<file path="config.mk">
export PLATFORM = sky130hd
export DESIGN_NAME = mrtc_host
export DESIGN_NICKNAME = d
export VERILOG_FILES = /design/src/design/mrtc_bus_port.v /design/src/design/mrtc_host.v
export VERILOG_INCLUDE_DIRS = /design/src /design/src/inc
export SDC_FILE = /design/constraint.sdc
export NUM_CORES = 1
export LEC_CHECK = 0
export BUFFER_PORTS_ARGS = -buffer_cell sky130_fd_sc_hd__buf_2
export CAP_MARGIN = 10
export CELL_PAD_IN_SITES_DETAIL_PLACEMENT = 1
export CELL_PAD_IN_SITES_GLOBAL_PLACEMENT = 1
export CORE_MARGIN = 1
export CORE_UTILIZATION = 29
export DETAILED_ROUTE_END_ITERATION = 6
export PLACE_DENSITY = 0.62
export SLEW_MARGIN = 20
export SYNTH_ARGS = -nofsm -noshare
export SYNTH_HDL_FRONTEND = slang
export SYNTH_SLANG_ARGS = --single-unit
</file>
<file path="constraint.sdc">
create_clock -name sys_clk -period 4 [get_ports sys_clk]
set_input_delay 0.8 -clock sys_clk [delete_from_list [all_inputs] [get_ports sys_clk]]
set_output_delay 0.8 -clock sys_clk [all_outputs]
set_load 0.02 [all_outputs]
</file>
<file path="src/inc/mrtc_consts.vh">
// constants for the multichip routing table host controller
// assumes a 32-bit register port on the distributor with word addresses
`ifndef MRTC_CONSTS_VH
`define MRTC_CONSTS_VH
// register word addresses of the distributor (map of the device outside)
`define MRTC_ADDR_CTRL 12'h000
`define MRTC_ADDR_OWN 12'h004
`define MRTC_ADDR_STAT 12'h008
`define MRTC_ADDR_CFGID 12'h00C
`define MRTC_ADDR_ENTRY0 12'h010
// field positions
`define MRTC_OWN_PUP_BIT 31
`define MRTC_CTRL_RWP_BIT 31
`define MRTC_CTRL_GRP_MASK 32'h00000007
`define MRTC_CFG_LCA_BIT 0
`define MRTC_ENT_ONLINE_BIT 0
`define MRTC_ENT_MIN_LSB 1
`define MRTC_ENT_CNT_LSB 7
`define MRTC_ENT_ADDR_LSB 16
`define MRTC_STAT_RTS_LSB 0
`define MRTC_RTS_CONSISTENT 2'h2
// spi block arithmetic
`define MRTC_SPI_BLK 10'h020
// power state codes
`define MRTC_PST_RUN 4'h0
`define MRTC_PST_CONFIG 4'h9
`define MRTC_PST_OFF 4'h8
// poll limit (cycles between status reads is one access)
`define MRTC_POLL_MAX 16'hFFFF
`endif

</file>
<file path="src/design/mrtc_bus_port.v">
// register access engine: one read or write on the distributor port
// assumes the device answers with reg_ack some cycles after reg_req
`timescale 1ns/1ps
module mrtc_bus_port (
	input wire sys_clk, // system clock
	input wire resetn, // async reset, active low
	input wire go, // start one access, pulse
	input wire go_wr, // 1 write, 0 read
	input wire [11:0] go_addr, // word address
	input wire [31:0] go_wdata, // write data
	output reg reg_req_ff, // request to device
	output reg reg_wr_ff, // write strobe
	output reg [11:0] reg_addr_ff, // address to device
	output reg [31:0] reg_wdata_ff, // write data to device
	input wire reg_ack, // device completion
	input wire [31:0] reg_rdata, // device read data
	output reg done_ff, // access finished, pulse
	output reg [31:0] rdata_ff // captured read data
);
	// hold request until the device acknowledges it
	always @(posedge sys_clk or negedge resetn) begin
		if (!resetn) begin
			reg_req_ff <= 1'b0;
			reg_wr_ff <= 1'b0;
			reg_addr_ff <= 12'h000;
			reg_wdata_ff <= 32'h00000000;
			done_ff <= 1'b0;
			rdata_ff <= 32'h00000000;
		end else begin
			done_ff <= 1'b0;
			if (reg_req_ff && reg_ack) begin
				reg_req_ff <= 1'b0;
				done_ff <= 1'b1;
				rdata_ff <= reg_rdata;
			end else if (go && !reg_req_ff) begin
				reg_req_ff <= 1'b1;
				reg_wr_ff <= go_wr;
				reg_addr_ff <= go_addr;
				reg_wdata_ff <= go_wdata;
			end
		end
	end
endmodule

</file>
<file path="src/design/mrtc_host.v">
// host controller for a multichip routing table: owner change,
// chip connect and chip isolation through the power channel
// assumes a distributor register port (req/ack) and a p-channel
`timescale 1ns/1ps
`include "mrtc_consts.vh"
module mrtc_host (
	input wire sys_clk, // system clock, 200 MHz
	input wire resetn, // async reset, active low
	input wire cmd_valid, // user command strobe, pulse
	input wire [1:0] cmd_op, // 0 owner,1 connect,2 isolate,3 restore
	input wire [3:0] cmd_chip, // target chip number
	input wire [9:0] cmd_first_id, // first spi id of chip
	input wire [9:0] cmd_last_id, // last spi id of chip
	input wire [15:0] cmd_fwd_addr, // forwarding address
	input wire [31:0] cmd_restore_data, // saved entry value to restore
	output reg busy_ff, // command in progress
	output reg done_ff, // command finished, pulse
	output reg fail_ff, // command failed, valid with done
	output reg reg_req_ff, // register access request
	output reg reg_wr_ff, // register write
	output reg [11:0] reg_addr_ff, // register word address
	output reg [31:0] reg_wdata_ff, // register write data
	input wire reg_ack, // register access complete
	input wire [31:0] reg_rdata, // register read data
	output reg [3:0] pstate_ff, // requested power state
	output reg preq_ff, // power request
	input wire paccept, // power request accepted
	input wire pdeny, // power request denied
	input wire pactive // device activity
);
	localparam S_IDLE = 4'h0;
	localparam S_RWP = 4'h1;
	localparam S_WR = 4'h2;
	localparam S_POLL = 4'h3;
	localparam S_CHK = 4'h4;
	localparam S_STAT = 4'h5;
	localparam S_PREQ = 4'h6;
	localparam S_PWAIT = 4'h7;
	localparam S_DONE = 4'h8;
	localparam S_ACC = 4'h9;

	// first spi block: (first - 32) / 32
	function [5:0] blk_min;
		input [9:0] id;
		reg [9:0] t;
		begin
			t = id - `MRTC_SPI_BLK;
			blk_min = {1'b0, t[9:5]};
		end
	endfunction
	// block count: (last - first + 1) / 32
	function [8:0] blk_cnt;
		input [9:0] lo;
		input [9:0] hi;
		reg [9:0] t;
		begin
			t = hi - lo + 10'h001;
			blk_cnt = {4'h0, t[9:5]};
		end
	endfunction

	reg [3:0] st_ff, nxt_st;
	reg [3:0] ret_ff, nxt_ret;
	reg [1:0] op_ff;
	reg [3:0] chip_ff;
	reg [31:0] val_ff;
	reg [15:0] poll_ff, nxt_poll;
	reg go, go_wr;
	reg [11:0] go_addr;
	reg [31:0] go_wdata;
	reg nxt_done, nxt_fail, nxt_preq;
	reg [3:0] nxt_pst;
	wire bp_done;
	wire [31:0] bp_rdata;
	wire bp_req, bp_wr;
	wire [11:0] bp_addr;
	wire [31:0] bp_wdata;
	wire [11:0] ent_addr = `MRTC_ADDR_ENTRY0 + {6'h00, chip_ff, 2'h0};

	mrtc_bus_port u_bp (
		.sys_clk(sys_clk),
		.resetn(resetn),
		.go(go),
		.go_wr(go_wr),
		.go_addr(go_addr),
		.go_wdata(go_wdata),
		.reg_req_ff(bp_req),
		.reg_wr_ff(bp_wr),
		.reg_addr_ff(bp_addr),
		.reg_wdata_ff(bp_wdata),
		.reg_ack(reg_ack),
		.reg_rdata(reg_rdata),
		.done_ff(bp_done),
		.rdata_ff(bp_rdata)
	);

	// latch command fields; build single-write entry value
	always @(posedge sys_clk or negedge resetn) begin
		if (!resetn) begin
			op_ff <= 2'h0;
			chip_ff <= 4'h0;
			val_ff <= 32'h00000000;
		end else if (st_ff == S_IDLE && cmd_valid) begin
			op_ff <= cmd_op;
			chip_ff <= cmd_chip;
			if (cmd_op == 2'h3)
				val_ff <= cmd_restore_data;
			else if (cmd_op == 2'h0)
				val_ff <= {28'h0000000, cmd_chip};
			else
				val_ff <= {cmd_fwd_addr,
					blk_cnt(cmd_first_id, cmd_last_id),
					blk_min(cmd_first_id), 1'b1};
		end
	end

	// sequencer
	always @* begin
		nxt_st = st_ff;
		nxt_ret = ret_ff;
		nxt_poll = poll_ff;
		nxt_done = 1'b0;
		nxt_fail = fail_ff;
		nxt_preq = preq_ff;
		nxt_pst = pstate_ff;
		go = 1'b0;
		go_wr = 1'b0;
		go_addr = `MRTC_ADDR_CTRL;
		go_wdata = val_ff;
		case (st_ff)
		S_IDLE: begin
			if (cmd_valid) begin
				nxt_fail = 1'b0;
				nxt_poll = 16'h0000;
				if (cmd_op == 2'h2)
					nxt_st = S_PREQ;
				else if (cmd_op == 2'h3)
					nxt_st = S_WR;
				else if (pstate_ff == `MRTC_PST_CONFIG) begin
					// owner or entry writes are refused while in config (state 9), not while off
					nxt_fail = 1'b1;
					nxt_st = S_DONE;
				end else
					nxt_st = S_RWP;
			end
		end
		S_RWP: begin
			// read control: groups off and no write pending
			go = 1'b1;
			go_addr = `MRTC_ADDR_CTRL;
			nxt_ret = S_RWP;
			nxt_st = S_ACC;
		end
		S_WR: begin
			go = 1'b1;
			go_wr = 1'b1;
			go_addr = (op_ff == 2'h0) ? `MRTC_ADDR_OWN : ent_addr;
			nxt_ret = S_WR;
			nxt_st = S_ACC;
		end
		S_POLL: begin
			go = 1'b1;
			go_addr = `MRTC_ADDR_OWN;
			nxt_ret = S_POLL;
			nxt_st = S_ACC;
		end
		S_CHK: begin
			go = 1'b1;
			go_addr = ent_addr;
			nxt_ret = S_CHK;
			nxt_st = S_ACC;
		end
		S_STAT: begin
			go = 1'b1;
			go_addr = `MRTC_ADDR_STAT;
			nxt_ret = S_STAT;
			nxt_st = S_ACC;
		end
		S_ACC: begin
			if (bp_done) begin
				nxt_poll = poll_ff + 16'h0001;
				case (ret_ff)
				S_RWP: begin
					if (bp_rdata[`MRTC_CTRL_RWP_BIT] ||
						(bp_rdata & `MRTC_CTRL_GRP_MASK) != 32'h0)
						nxt_st = S_RWP;
					else
						nxt_st = S_WR;
				end
				S_WR: nxt_st = (op_ff == 2'h3) ? S_DONE : S_POLL;
				S_POLL: begin
					if (bp_rdata[`MRTC_OWN_PUP_BIT])
						nxt_st = S_POLL;
					else if (op_ff == 2'h1)
						nxt_st = S_CHK;
					else
						nxt_st = S_DONE;
				end
				S_CHK: begin
					if (!bp_rdata[`MRTC_ENT_ONLINE_BIT]) begin
						nxt_fail = 1'b1;
						nxt_st = S_DONE;
					end else
						nxt_st = S_STAT;
				end
				S_STAT: begin
					if (bp_rdata[1:0] != `MRTC_RTS_CONSISTENT)
						nxt_fail = 1'b1;
					nxt_st = S_DONE;
				end
				default: nxt_st = S_DONE;
				endcase
				if (poll_ff == `MRTC_POLL_MAX) begin
					nxt_fail = 1'b1;
					nxt_st = S_DONE;
				end
			end
		end
		S_PREQ: begin
			// request config, later off, from the power channel
			nxt_preq = 1'b1;
			nxt_pst = (pstate_ff == `MRTC_PST_CONFIG) ?
				`MRTC_PST_OFF : `MRTC_PST_CONFIG;
			nxt_st = S_PWAIT;
		end
		S_PWAIT: begin
			if (paccept) begin
				nxt_preq = 1'b0;
				if (pstate_ff == `MRTC_PST_CONFIG && !pactive)
					nxt_st = S_PREQ;
				else if (pstate_ff == `MRTC_PST_CONFIG) begin
					nxt_pst = `MRTC_PST_RUN;
					nxt_fail = 1'b1;
					nxt_st = S_DONE;
				end else
					nxt_st = S_DONE;
			end else if (pdeny) begin
				nxt_preq = 1'b0;
				nxt_fail = 1'b1;
				if (pstate_ff == `MRTC_PST_OFF)
					nxt_pst = `MRTC_PST_CONFIG;
				else
					nxt_pst = `MRTC_PST_RUN;
				nxt_st = S_DONE;
			end else if (pactive && pstate_ff == `MRTC_PST_OFF) begin
				nxt_preq = 1'b0;
				nxt_pst = `MRTC_PST_CONFIG;
				nxt_fail = 1'b1;
				nxt_st = S_DONE;
			end
		end
		S_DONE: begin
			nxt_done = 1'b1;
			nxt_st = S_IDLE;
		end
		default: nxt_st = S_IDLE;
		endcase
	end

	// state and output registers
	always @(posedge sys_clk or negedge resetn) begin
		if (!resetn) begin
			st_ff <= S_IDLE;
			ret_ff <= S_IDLE;
			poll_ff <= 16'h0000;
			busy_ff <= 1'b0;
			done_ff <= 1'b0;
			fail_ff <= 1'b0;
			preq_ff <= 1'b0;
			pstate_ff <= `MRTC_PST_RUN;
		end else begin
			st_ff <= nxt_st;
			ret_ff <= nxt_ret;
			poll_ff <= nxt_poll;
			busy_ff <= (nxt_st != S_IDLE);
			done_ff <= nxt_done;
			fail_ff <= nxt_fail;
			preq_ff <= nxt_preq;
			pstate_ff <= nxt_pst;
		end
	end

	// register port outputs passed straight through from the access engine, not registered
	always @* begin
		reg_req_ff = bp_req;
		reg_wr_ff = bp_wr;
		reg_addr_ff = bp_addr;
		reg_wdata_ff = bp_wdata;
	end
endmodule

</file>
Yosys cells after proc, flatten, opt, wreduce, memory -nomap -nowiden
Index checks and enable logic that the tools add are counted.
{ "totals": {"register_bits": 149, "input_bits": 113, "word_cells": 135, "out_inout_bits": 54} }
{ "op_classes": {"n_bitwise": 1, "n_eq_ne": 30, "muxes": 58, "reduce_logical": 24, "add_sub_neg": 5} }
{ "op_table": {"columns": ["op", "count"], "rows": [
  ["2-to-1 mux 4 bit", 20],
  ["2-to-1 mux 32 bit", 2],
  ["case mux 4 bit (5 select lines)", 2],
  ["2-to-1 mux 16 bit", 2],
  ["case mux 16 bit (2 select lines)", 1],
  ["nonzero test 32 bit", 1],
  ["case mux 7 bit (4 select lines)", 1],
  ["equality test 4 x 3 -> 1 bit (second input constant)", 6],
  ["2-to-1 mux 1 bit", 23],
  ["adder 16 x 1 -> 16 bit (second input constant)", 1],
  ["equality test 16 bit (second input constant)", 1],
  ["equality test 4 x 2 -> 1 bit (second input constant)", 4],
  ["equality test 4 bit (second input constant)", 4],
  ["case mux 4 bit (4 select lines)", 1],
  ["!= test 4 bit (second input constant)", 3],
  ["adder 10 x 1 -> 10 bit (second input constant)", 1],
  ["subtractor 10 bit", 1],
  ["subtractor 10 x 6 -> 10 bit (second input constant)", 1],
  ["AND reduction 9 bit", 1],
  ["equality test 4 x 1 -> 1 bit (second input constant)", 2],
  ["case mux 4 bit (2 select lines)", 1],
  ["adder 5 x 6 -> 7 bit (first input constant)", 1],
  ["2-to-1 mux 7 bit", 1],
  ["equality test 2 bit (second input constant)", 3],
  ["22 further kinds", 34]
]} }

Longest topological paths before layout
Gate-level depths: netlist (run 1).
{ "logic_depth": {"depth_word": 8, "ltp_mapped": 10, "ltp_nobuf": 10} }

By module
Synthesis (run 1) repeated with hierarchy kept, for this count alone.
{ "hier_totals": {"cells_unflattened": 656, "area_unflattened_um2": 7318.3} }
{ "by_module_without_submodules": {"columns": ["mod", "instances", "seq_area_each_um2", "cells_each", "area_each_um2"], "rows": [
  ["mrtc_host", 1, 1676.6, 487, 4194.0],
  ["mrtc_bus_port", 1, 1976.9, 169, 3124.2]
]} }

Least setup slack after synthesis (run 1)
OpenSTA, ideal clock, no wires.
{ "synth_path": {"path_kind": "input to register", "from": "input cmd_first_id[3]", "to": "register val_ff[11] (netlist: go_wdata[11])", "setup_slack_ns": 1.467, "required_time_ns": 3.869, "arrival_time_ns": 2.403, "cell_stages": 9, "setup_ns": 0.131, "cell_sequence": "inv_1 > ha_1 > ha_1 > or3_1 > o22ai_1 > o21ai_0 > a22o_1 > nand3_1 > o211ai_1"} }
{ "synth_via": {"elab_chain_cells": 4} }
{ "synth_lines": {"columns": ["element", "line", "rtl"], "rows": [
  ["start: declaration", "mrtc_host.v:12", "input wire [9:0] cmd_first_id,"],
  ["subtractor 10 bit", "mrtc_host.v:57", "t = hi - lo + 10'h001;"],
  ["adder 10 x 1 -> 10 bit", "mrtc_host.v:57", null],
  ["2-to-1 mux 32 bit", "mrtc_host.v:108", "else if (cmd_op == 2'h0)"],
  ["2-to-1 mux 32 bit", "mrtc_host.v:106", "if (cmd_op == 2'h3)"],
  ["end signal: assignment", "mrtc_host.v:107", "val_ff <= cmd_restore_data;"],
  ["end signal: assignment", "mrtc_host.v:109", "val_ff <= {28'h0000000, cmd_chip};"],
  ["end signal: assignment", "mrtc_host.v:111", "val_ff <= {cmd_fwd_addr,"],
  ["end: declaration", "mrtc_host.v:66", "reg [31:0] val_ff;"]
]} }
No other way between the ends.
A chain may end at the register's enable or synchronous reset.

Worst setup path after layout (run 1)
{ "layout_path": {"from": "input cmd_first_id[2]", "to": "register val_ff[10] (netlist: go_wdata[10])"} }
Same word-level chain as after synthesis.

==> flow_summary.json, run 1 <==
{
  "num_rows": 51,
  "grt_pass1_vias": 5315,
  "wl_per_cell_microns": 16.40,
  "synth_top_family_by_area": "simple AND/OR/NAND/NOR gates",
  "fin_crit_ns": 2.659,
  "cts_tree": "built",
  "die_y_microns": 144.4,
  "synth-simple-area-share_pct": 22.98,
  "portBuffers": 129,
  "ir_worst_vdd_uv": 266.6,
  "synth_top_area_share_pct": 47.23,
  "postCtsSetupBuffers": 0,
  "clock_latency_ns": 0.36,
  "cts_inserted_buffers": 9,
  "grt_pass1_wl_microns": 27590,
  "antenna_found_initial": 1,
  "final-max-slew-violation-count": 0,
  "path_clk_slew_ns": 0.08,
  "cts_sinks": 111,
  "routed_wl_microns": 17050,
  "grt_max_degree": 63,
  "ctsHoldBuffers": 0,
  "cp_data_arrival_time_ns": 2.95,
  "track_usage_pct": 17.14,
  "vias": 5120,
  "start_kind": "input port",
  "rsz0062_at_grt": "no",
  "crit_buf_inv": 2,
  "io_pins": 167,
  "core_area_sq_um": 19650,
  "worstMarginPinSlew_ns": 0.7326,
  "dr.first_iter.drc_count": 158,
  "yosysWarnings": 0,
  "via_per_inst": 4.923,
  "clockBufferDepth": 2,
  "synth-main-ff-cell": "dfrtp_1",
  "hold_class": "input port to asynchronous set/reset pin",
  "setup_viol": 0,
  "maxCapViolCount": 0,
  "area_growth_syn_to_layout_pct": 19.66,
  "synth_adder_area_share_pct": 3.830,
  "synth_common_cells": "156 x nand2_1, 111 x dfrtp_1, 70 x nor2_1, 31 x o21ai_0, 27 x clkbuf_1",
  "endpoint_kind": "register",
  "synth_area_sq_um": 5881,
  "critical_path.max_stage_delay_ns": 0.43,
  "finalHoldViolations": 0,
  "synth_edf_count": 0,
  "synth_largest_area_cell": "dfrtp_1",
  "post-route-period-util_pct": 66.46,
  "drive_gt1_share_pct": 23.90,
  "crit_fanout": 3,
  "yosysSeqAreaShare_pct": 47.23,
  "synth.most_common_cell": "nand2_1",
  "start_util_pct": 29.92,
  "hpwl_microns": 12590,
  "critical_path_required_ns": 4.29,
  "clock.fmax_mhz": 376.1,
  "async_flop_share_pct": 100.0,
  "crit_type": "input port to register",
  "cts_resized": 0,
  "cts_root_buf": "clkbuf_16",
  "cp_cell_sequence": "buf_2, inv_1, ha_1, ha_1, nor4bb_1, o22ai_1, o21ai_0, xor2_1, o21ai_0, a21oi_1",
  "synth_compound_area_share_pct": 13.11,
  "die_x_microns": 144.4,
  "h-tree-depth": 3,
  "relSlewSlack_pct": 51.16,
  "p_leak_uw": 0.003468,
  "drc": 0,
  "whs_ns": 0.4558,
  "slowest_stage": "o21ai_0",
  "ys_seq_elements": 111,
  "ys_types": 60,
  "syn_avg_cell_area_sq_um": 8.924,
  "die_area_sq_um": 20850,
  "worst_clock_skew_ns": 0.01080,
  "synth_area_leaders": "dfrtp_1 47%, nand2_1 10%, nor2_1 4.5%",
  "synth_xor_area_share_pct": 3.128,
  "gp_congestion": 0.8105,
  "first_pass_iters": 4,
  "critPathTopFamily": "compound AO/OA/AOI/OAI gates",
  "setup-tns-final_ns": 0,
  "nets": 900,
  "syn-instance-count": 659,
  "grt_overflow": 0,
  "power.density_nw_per_um2": 657.4,
  "drtAntennaViolNets": 0,
  "muxShareOfSynthArea_pct": 4.404,
  "status": "finished, final reports clean"
}
==> cells in the final DEF (no fill, tap or decap), drive strengths merged, types with 4 or more instances in the layout <==
cell type / instances
dfrtp: 111
nor3b: 4
nor3: 10
and3: 6
nand2: 157
xnor2: 9
xor2: 12
buf: 136
clkbuf: 10
o22ai: 4
clkinv: 4
a221oi: 18
o211ai: 5
nand2b: 8
ha: 18
conb: 9
nand3: 22
inv: 20
or3: 4
mux2: 23
a21oi: 24
nor2b: 6
o21ai: 32
nor4: 7
nor2: 70
a22o: 4
==> report_power, final <==
part	switching, uW	leakage (uW)	internal (uW)	total [uW]
logic	1150	0.00192	630	1780
clock network	444	0.000155	514	958
registers	324	0.00139	1560	1890
==> area by class of cell <==
| cell class | instances | area [sq um] |
|---|---|---|
| clock inverters | 6 | 76.32 |
| repair buffers | 136 | 713.2 |
| flip-flops and latches | 111 | 2778 |
| fillers | 2375 | 12620 |
| clock buffers | 10 | 239.0 |
| inverters | 19 | 71.32 |
| multi-input cells | 492 | 2825 |
| diodes | 1 | 2.502 |
| well taps | 265 | 331.6 |
==> layer usage <==
metal  vias up  GRT usage, %  part of all wire, %
met1      2555         21.74                   45
met4         0         5.540                  1.4
li1       2460             -                    -
met5         -             0                    0
met2        88         29.38                   50
met3        17         2.980                  3.7
==> worst register-to-register path, cell delays in order, from the launching register on <==
cell and delay, ns:
dfrtp_1 0.62, a21oi_1 0.28, a21boi_0 0.45, nand2_1 0.54
buf_4 0.42, nand2_1 0.12, nand2_1 0.06
==> final timing paths <==
path | start | endpoint | slack (ns) | depth (start not counted)
setup / recovery | cmd_first_id[2] | go_wdata[10]$_DFFE_PN0P_ | 1.34 | 10
hold / removal | resetn | go_wdata[12]$_DFFE_PN0P_ | 0.46 | 1
setup reg to reg | st_ff[3]$_DFF_PN0_ | u_bp.reg_wdata_ff[24]$_DFFE_PN0P_ | 1.41 | 6
hold reg to reg | u_bp.reg_wdata_ff[2]$_DFFE_PN0P_ | u_bp.reg_wdata_ff[2]$_DFFE_PN0P_ | 0.47 | 2
max in group asynchronous | resetn | ret_ff[1]$_DFFE_PN0P_ | 2.73 | 2
min in group sys_clk | u_bp.reg_wdata_ff[2]$_DFFE_PN0P_ | u_bp.reg_wdata_ff[2]$_DFFE_PN0P_ | 0.47 | 2
==> per-stage QoR <==
step | std cells | total power, uW | utilization [%] | setup slack (ns) | instance area, sq um
6_report | 1040 | 4626 | 35.80 | 1.341 | 7037
5_1_grt | 1039 | 5004 | 35.79 | 1.125 | 7034
4_1_cts | 1039 | 4707 | 35.79 | 1.336 | 7034
3_5_place_dp | 1023 | 3724 | 34.19 | 0.9520 | 6719
3_3_place_gp | 1023 | 3631 | 34.19 | 1.064 | 6719
2_1_floorplan | 667 | 3085 | - | 1.467 | 5911
==> state kept, by name, indices dropped and copies added (netlist names), 2 cells and up <==
signal and cells:
chip_ff 4, go_wdata 32, op_ff 2, poll_ff 16, pstate_ff 2, ret_ff 3, st_ff 4, u_bp.rdata_ff 4
u_bp.reg_addr_ff 5, u_bp.reg_wdata_ff 32
==> cells by family (layout without fill, tap and decap cells) <==
group	after synthesis	in the layout
AND/OR/NAND/NOR	307	307
AO/OA/AOI/OAI	114	114
flip-flops	111	111
buffers and inverters	64	171
multiplexers	23	23
XOR/XNOR	21	21
adder cells (fa/ha/maj)	18	18
other	1	10
No activity file was read; power rests on OpenSTA's default activity.
==> inputs of run 2 (changes only) <==
- ABC_AREA: unset -> 1
- PLACE_DENSITY: 0.62 -> 0.63
- clock period: 4 -> 2.77 ns (I/O delays scaled with it)
==> flow_summary.json, run 2 <==
{
  "status": "finished, final reports clean",
  "fillCellCount": 2434,
  "synth-main-ff-cell": "dfrtp_1",
  "place_ws_ns": 0.4938,
  "worstMarginPinSlew_ns": 0.6466,
  "num_rows": 51,
  "start_kind": "register",
  "synth_common_cells": "180 x nand2_1, 111 x dfrtp_1, 100 x inv_1, 61 x o21ai_0, 47 x nor2_1",
  "sw_frac_of_total_pct": 42.42,
  "r2r_cells": 8,
  "postCtsSetupBuffers": 0,
  "dr.first_iter.drc_count": 141,
  "hold_class": "input port to asynchronous set/reset pin",
  "internal-power_uw": 3742,
  "die_x_microns": 143.4,
  "core_area_sq_um": 19530,
  "clock.fmax_mhz": 454.5,
  "multi_input_area_sq_um": 2444,
  "worst_clock_skew_ns": 0.009597,
  "antenna_found_initial": 1,
  "h-tree-depth": 3,
  "synth_top_area_share_pct": 47.92,
  "path_clk_slew_ns": 0.08,
  "cts_sinks": 111,
  "cts_resized": 0,
  "clockBufferDepth": 2,
  "start_util_pct": 29.69,
  "ys_seq_elements": 111,
  "layout_common_cells": "180 x nand2_1, 128 x buf_2, 111 x dfrtp_1",
  "die_y_microns": 143.4,
  "cp_data_arrival_time_ns": 2.42,
  "wl_per_cell_microns": 13.91,
  "crit_type": "register to register",
  "portBuffers": 129,
  "power.density_nw_per_um2": 933.4,
  "post-route-period-util_pct": 79.42,
  "power_frac_comb_pct": 40.0,
  "yosysSeqAreaShare_pct": 47.92,
  "first_pass_iters": 4,
  "clock_latency_ns": 0.36,
  "ys_types": 38,
  "synth_area_sq_um": 5797,
  "synth.most_common_cell": "nand2_1",
  "yosysWarnings": 0,
  "hpwl_microns": 11530,
  "via_per_inst": 4.553,
  "relSlewSlack_pct": 56.89,
  "design_area_sq_um": 6963,
  "area_growth_syn_to_layout_pct": 20.12,
  "rsz0062_at_grt": "no",
  "grt_max_degree": 60,
  "synth_area_leaders": "dfrtp_1 48%, nand2_1 12%, inv_1 6.5%",
  "p_leak_uw": 0.003714,
  "final-max-slew-violation-count": 0,
  "cts_tree": "built",
  "endpoint_kind": "register",
  "finalHoldViolations": 0,
  "vias": 5090,
  "routed_wl_microns": 15550,
  "syn-instance-count": 723,
  "synth_largest_area_cell": "dfrtp_1",
  "grt_pass1_vias": 5068,
  "drtAntennaViolNets": 0,
  "p_seq_share_pct": 39.7,
  "fin_ws_ns": 0.5700,
  "cts_inserted_buffers": 9,
  "drive_gt1_share_pct": 20.77,
  "setup_viol": 0,
  "grt_overflow": 0,
  "fin_crit_ns": 2.200,
  "nets": 978,
  "clock_power_share_pct": 20.3,
  "post_dp_cell_area_sq_um": 6671,
  "ir_worst_vdd_uv": 375.9,
  "critical_path_required_ns": 2.99,
  "io_pins": 167,
  "ff_latch_area_sq_um": 2778,
  "gp_congestion": 0.8113,
  "power.switching_uw": 2757,
  "grt_pass1_wl_microns": 25340,
  "track_usage_pct": 15.93,
  "synth_edf_count": 0,
  "async_flop_share_pct": 100.0,
  "setup-tns-final_ns": 0,
  "crit_fanout": 54,
  "power_uw": 6499,
  "ctsHoldBuffers": 0,
  "final_common_cell": "nand2_1",
  "die_area_sq_um": 20560,
  "drc": 0,
  "maxCapViolCount": 0,
  "syn_avg_cell_area_sq_um": 8.018,
  "cts_root_buf": "clkbuf_16"
}
## run 2: cell types whose count changed in the layout (fill, tap and decap cells not counted), sizes merged, moves of 17 or more
cell	change
nand2	+28
a22oi	+17
nand3	+22
o21ai	+40
nor2	-19
inv	+90
mux2	-22
## run 2: metal layers
layer  vias up  track usage [%]  routed length, microns
li1       2569                -                       -
met1      2423            21.59                    7561
met2        84            24.83                    7032
met3        14            3.732                     722
met4         0            5.375                     232
met5         -                0                       0
## run 2: final timing paths
| kind | to | start | slack, ns |
|---|---|---|---|
| setup reg to reg | u_bp.reg_wdata_ff[12]$_DFFE_PN0P_ | st_ff[3]$_DFF_PN0_ | 0.57 |
| min in group sys_clk | u_bp.reg_req_ff$_DFFE_PN0P_ | reg_ack | 0.39 |
| setup / recovery | u_bp.reg_wdata_ff[12]$_DFFE_PN0P_ | st_ff[3]$_DFF_PN0_ | 0.57 |
| hold / removal | u_bp.rdata_ff[0]$_DFFE_PN0P_ | resetn | 0.19 |
| hold reg to reg | preq_ff$_DFFE_PN0P_ | preq_ff$_DFFE_PN0P_ | 0.48 |
| max in group asynchronous | op_ff[0]$_DFFE_PN0P_ | resetn | 1.79 |
## run 2: cells by family (layout without fill, tap and decap cells)
group,Yosys count,after routing,synth area share (%)
adders and majority gates,18,18,3.885
buffers and inverters,138,259,10.45
xor gates and xnor gates,6,6,0.9065
DFF,111,111,47.92
muxes,1,1,0.2589
AOI/OAI and AO/OA,143,143,13.86
and+or+nand+nor,305,305,22.66
other,1,10,0.06469
## run 2: final cells by class
class,instances,share of cell area (%)
Sequential cell,111,39.89
Multi-Input combinational cell,482,35.09
Timing Repair Buffer,137,10.35
Inverter,106,5.714
Tap cell,265,4.762
Clock buffer,9,3.235
Clock inverter,7,0.9164
Antenna cell,1,0.03594
## run 2: power by group through the flow
stage	registers [uW]	logic, uW	clock network [uW]
3_3_place_gp	2600	2590	0
2_1_floorplan	2890	1570	0
4_1_cts	2590	2660	1360
6_report	2580	2600	1320
5_1_grt	2660	2960	1410
3_5_place_dp	2610	2650	0
## run 2: worst max-delay path, stage by stage (launching register included)
cell	delay, ns
dfrtp_1	0.47
nor2_1	0.13
nand2_1	0.10
nand2_1	0.08
nor2_2	0.17
inv_2	0.08
nand2_2	0.33
buf_4	0.51
o21ai_0	0.17
## run 2: through the flow
stage	util (%)	cells	hold WS (ns)
6_report	35.66	1118	0.1925
5_1_grt	35.65	1117	0.2384
4_1_cts	35.65	1117	0.2107
3_5_place_dp	34.17	1101	0.4644
3_3_place_gp	34.17	1101	0.4603
2_1_floorplan	-	731	0.2584
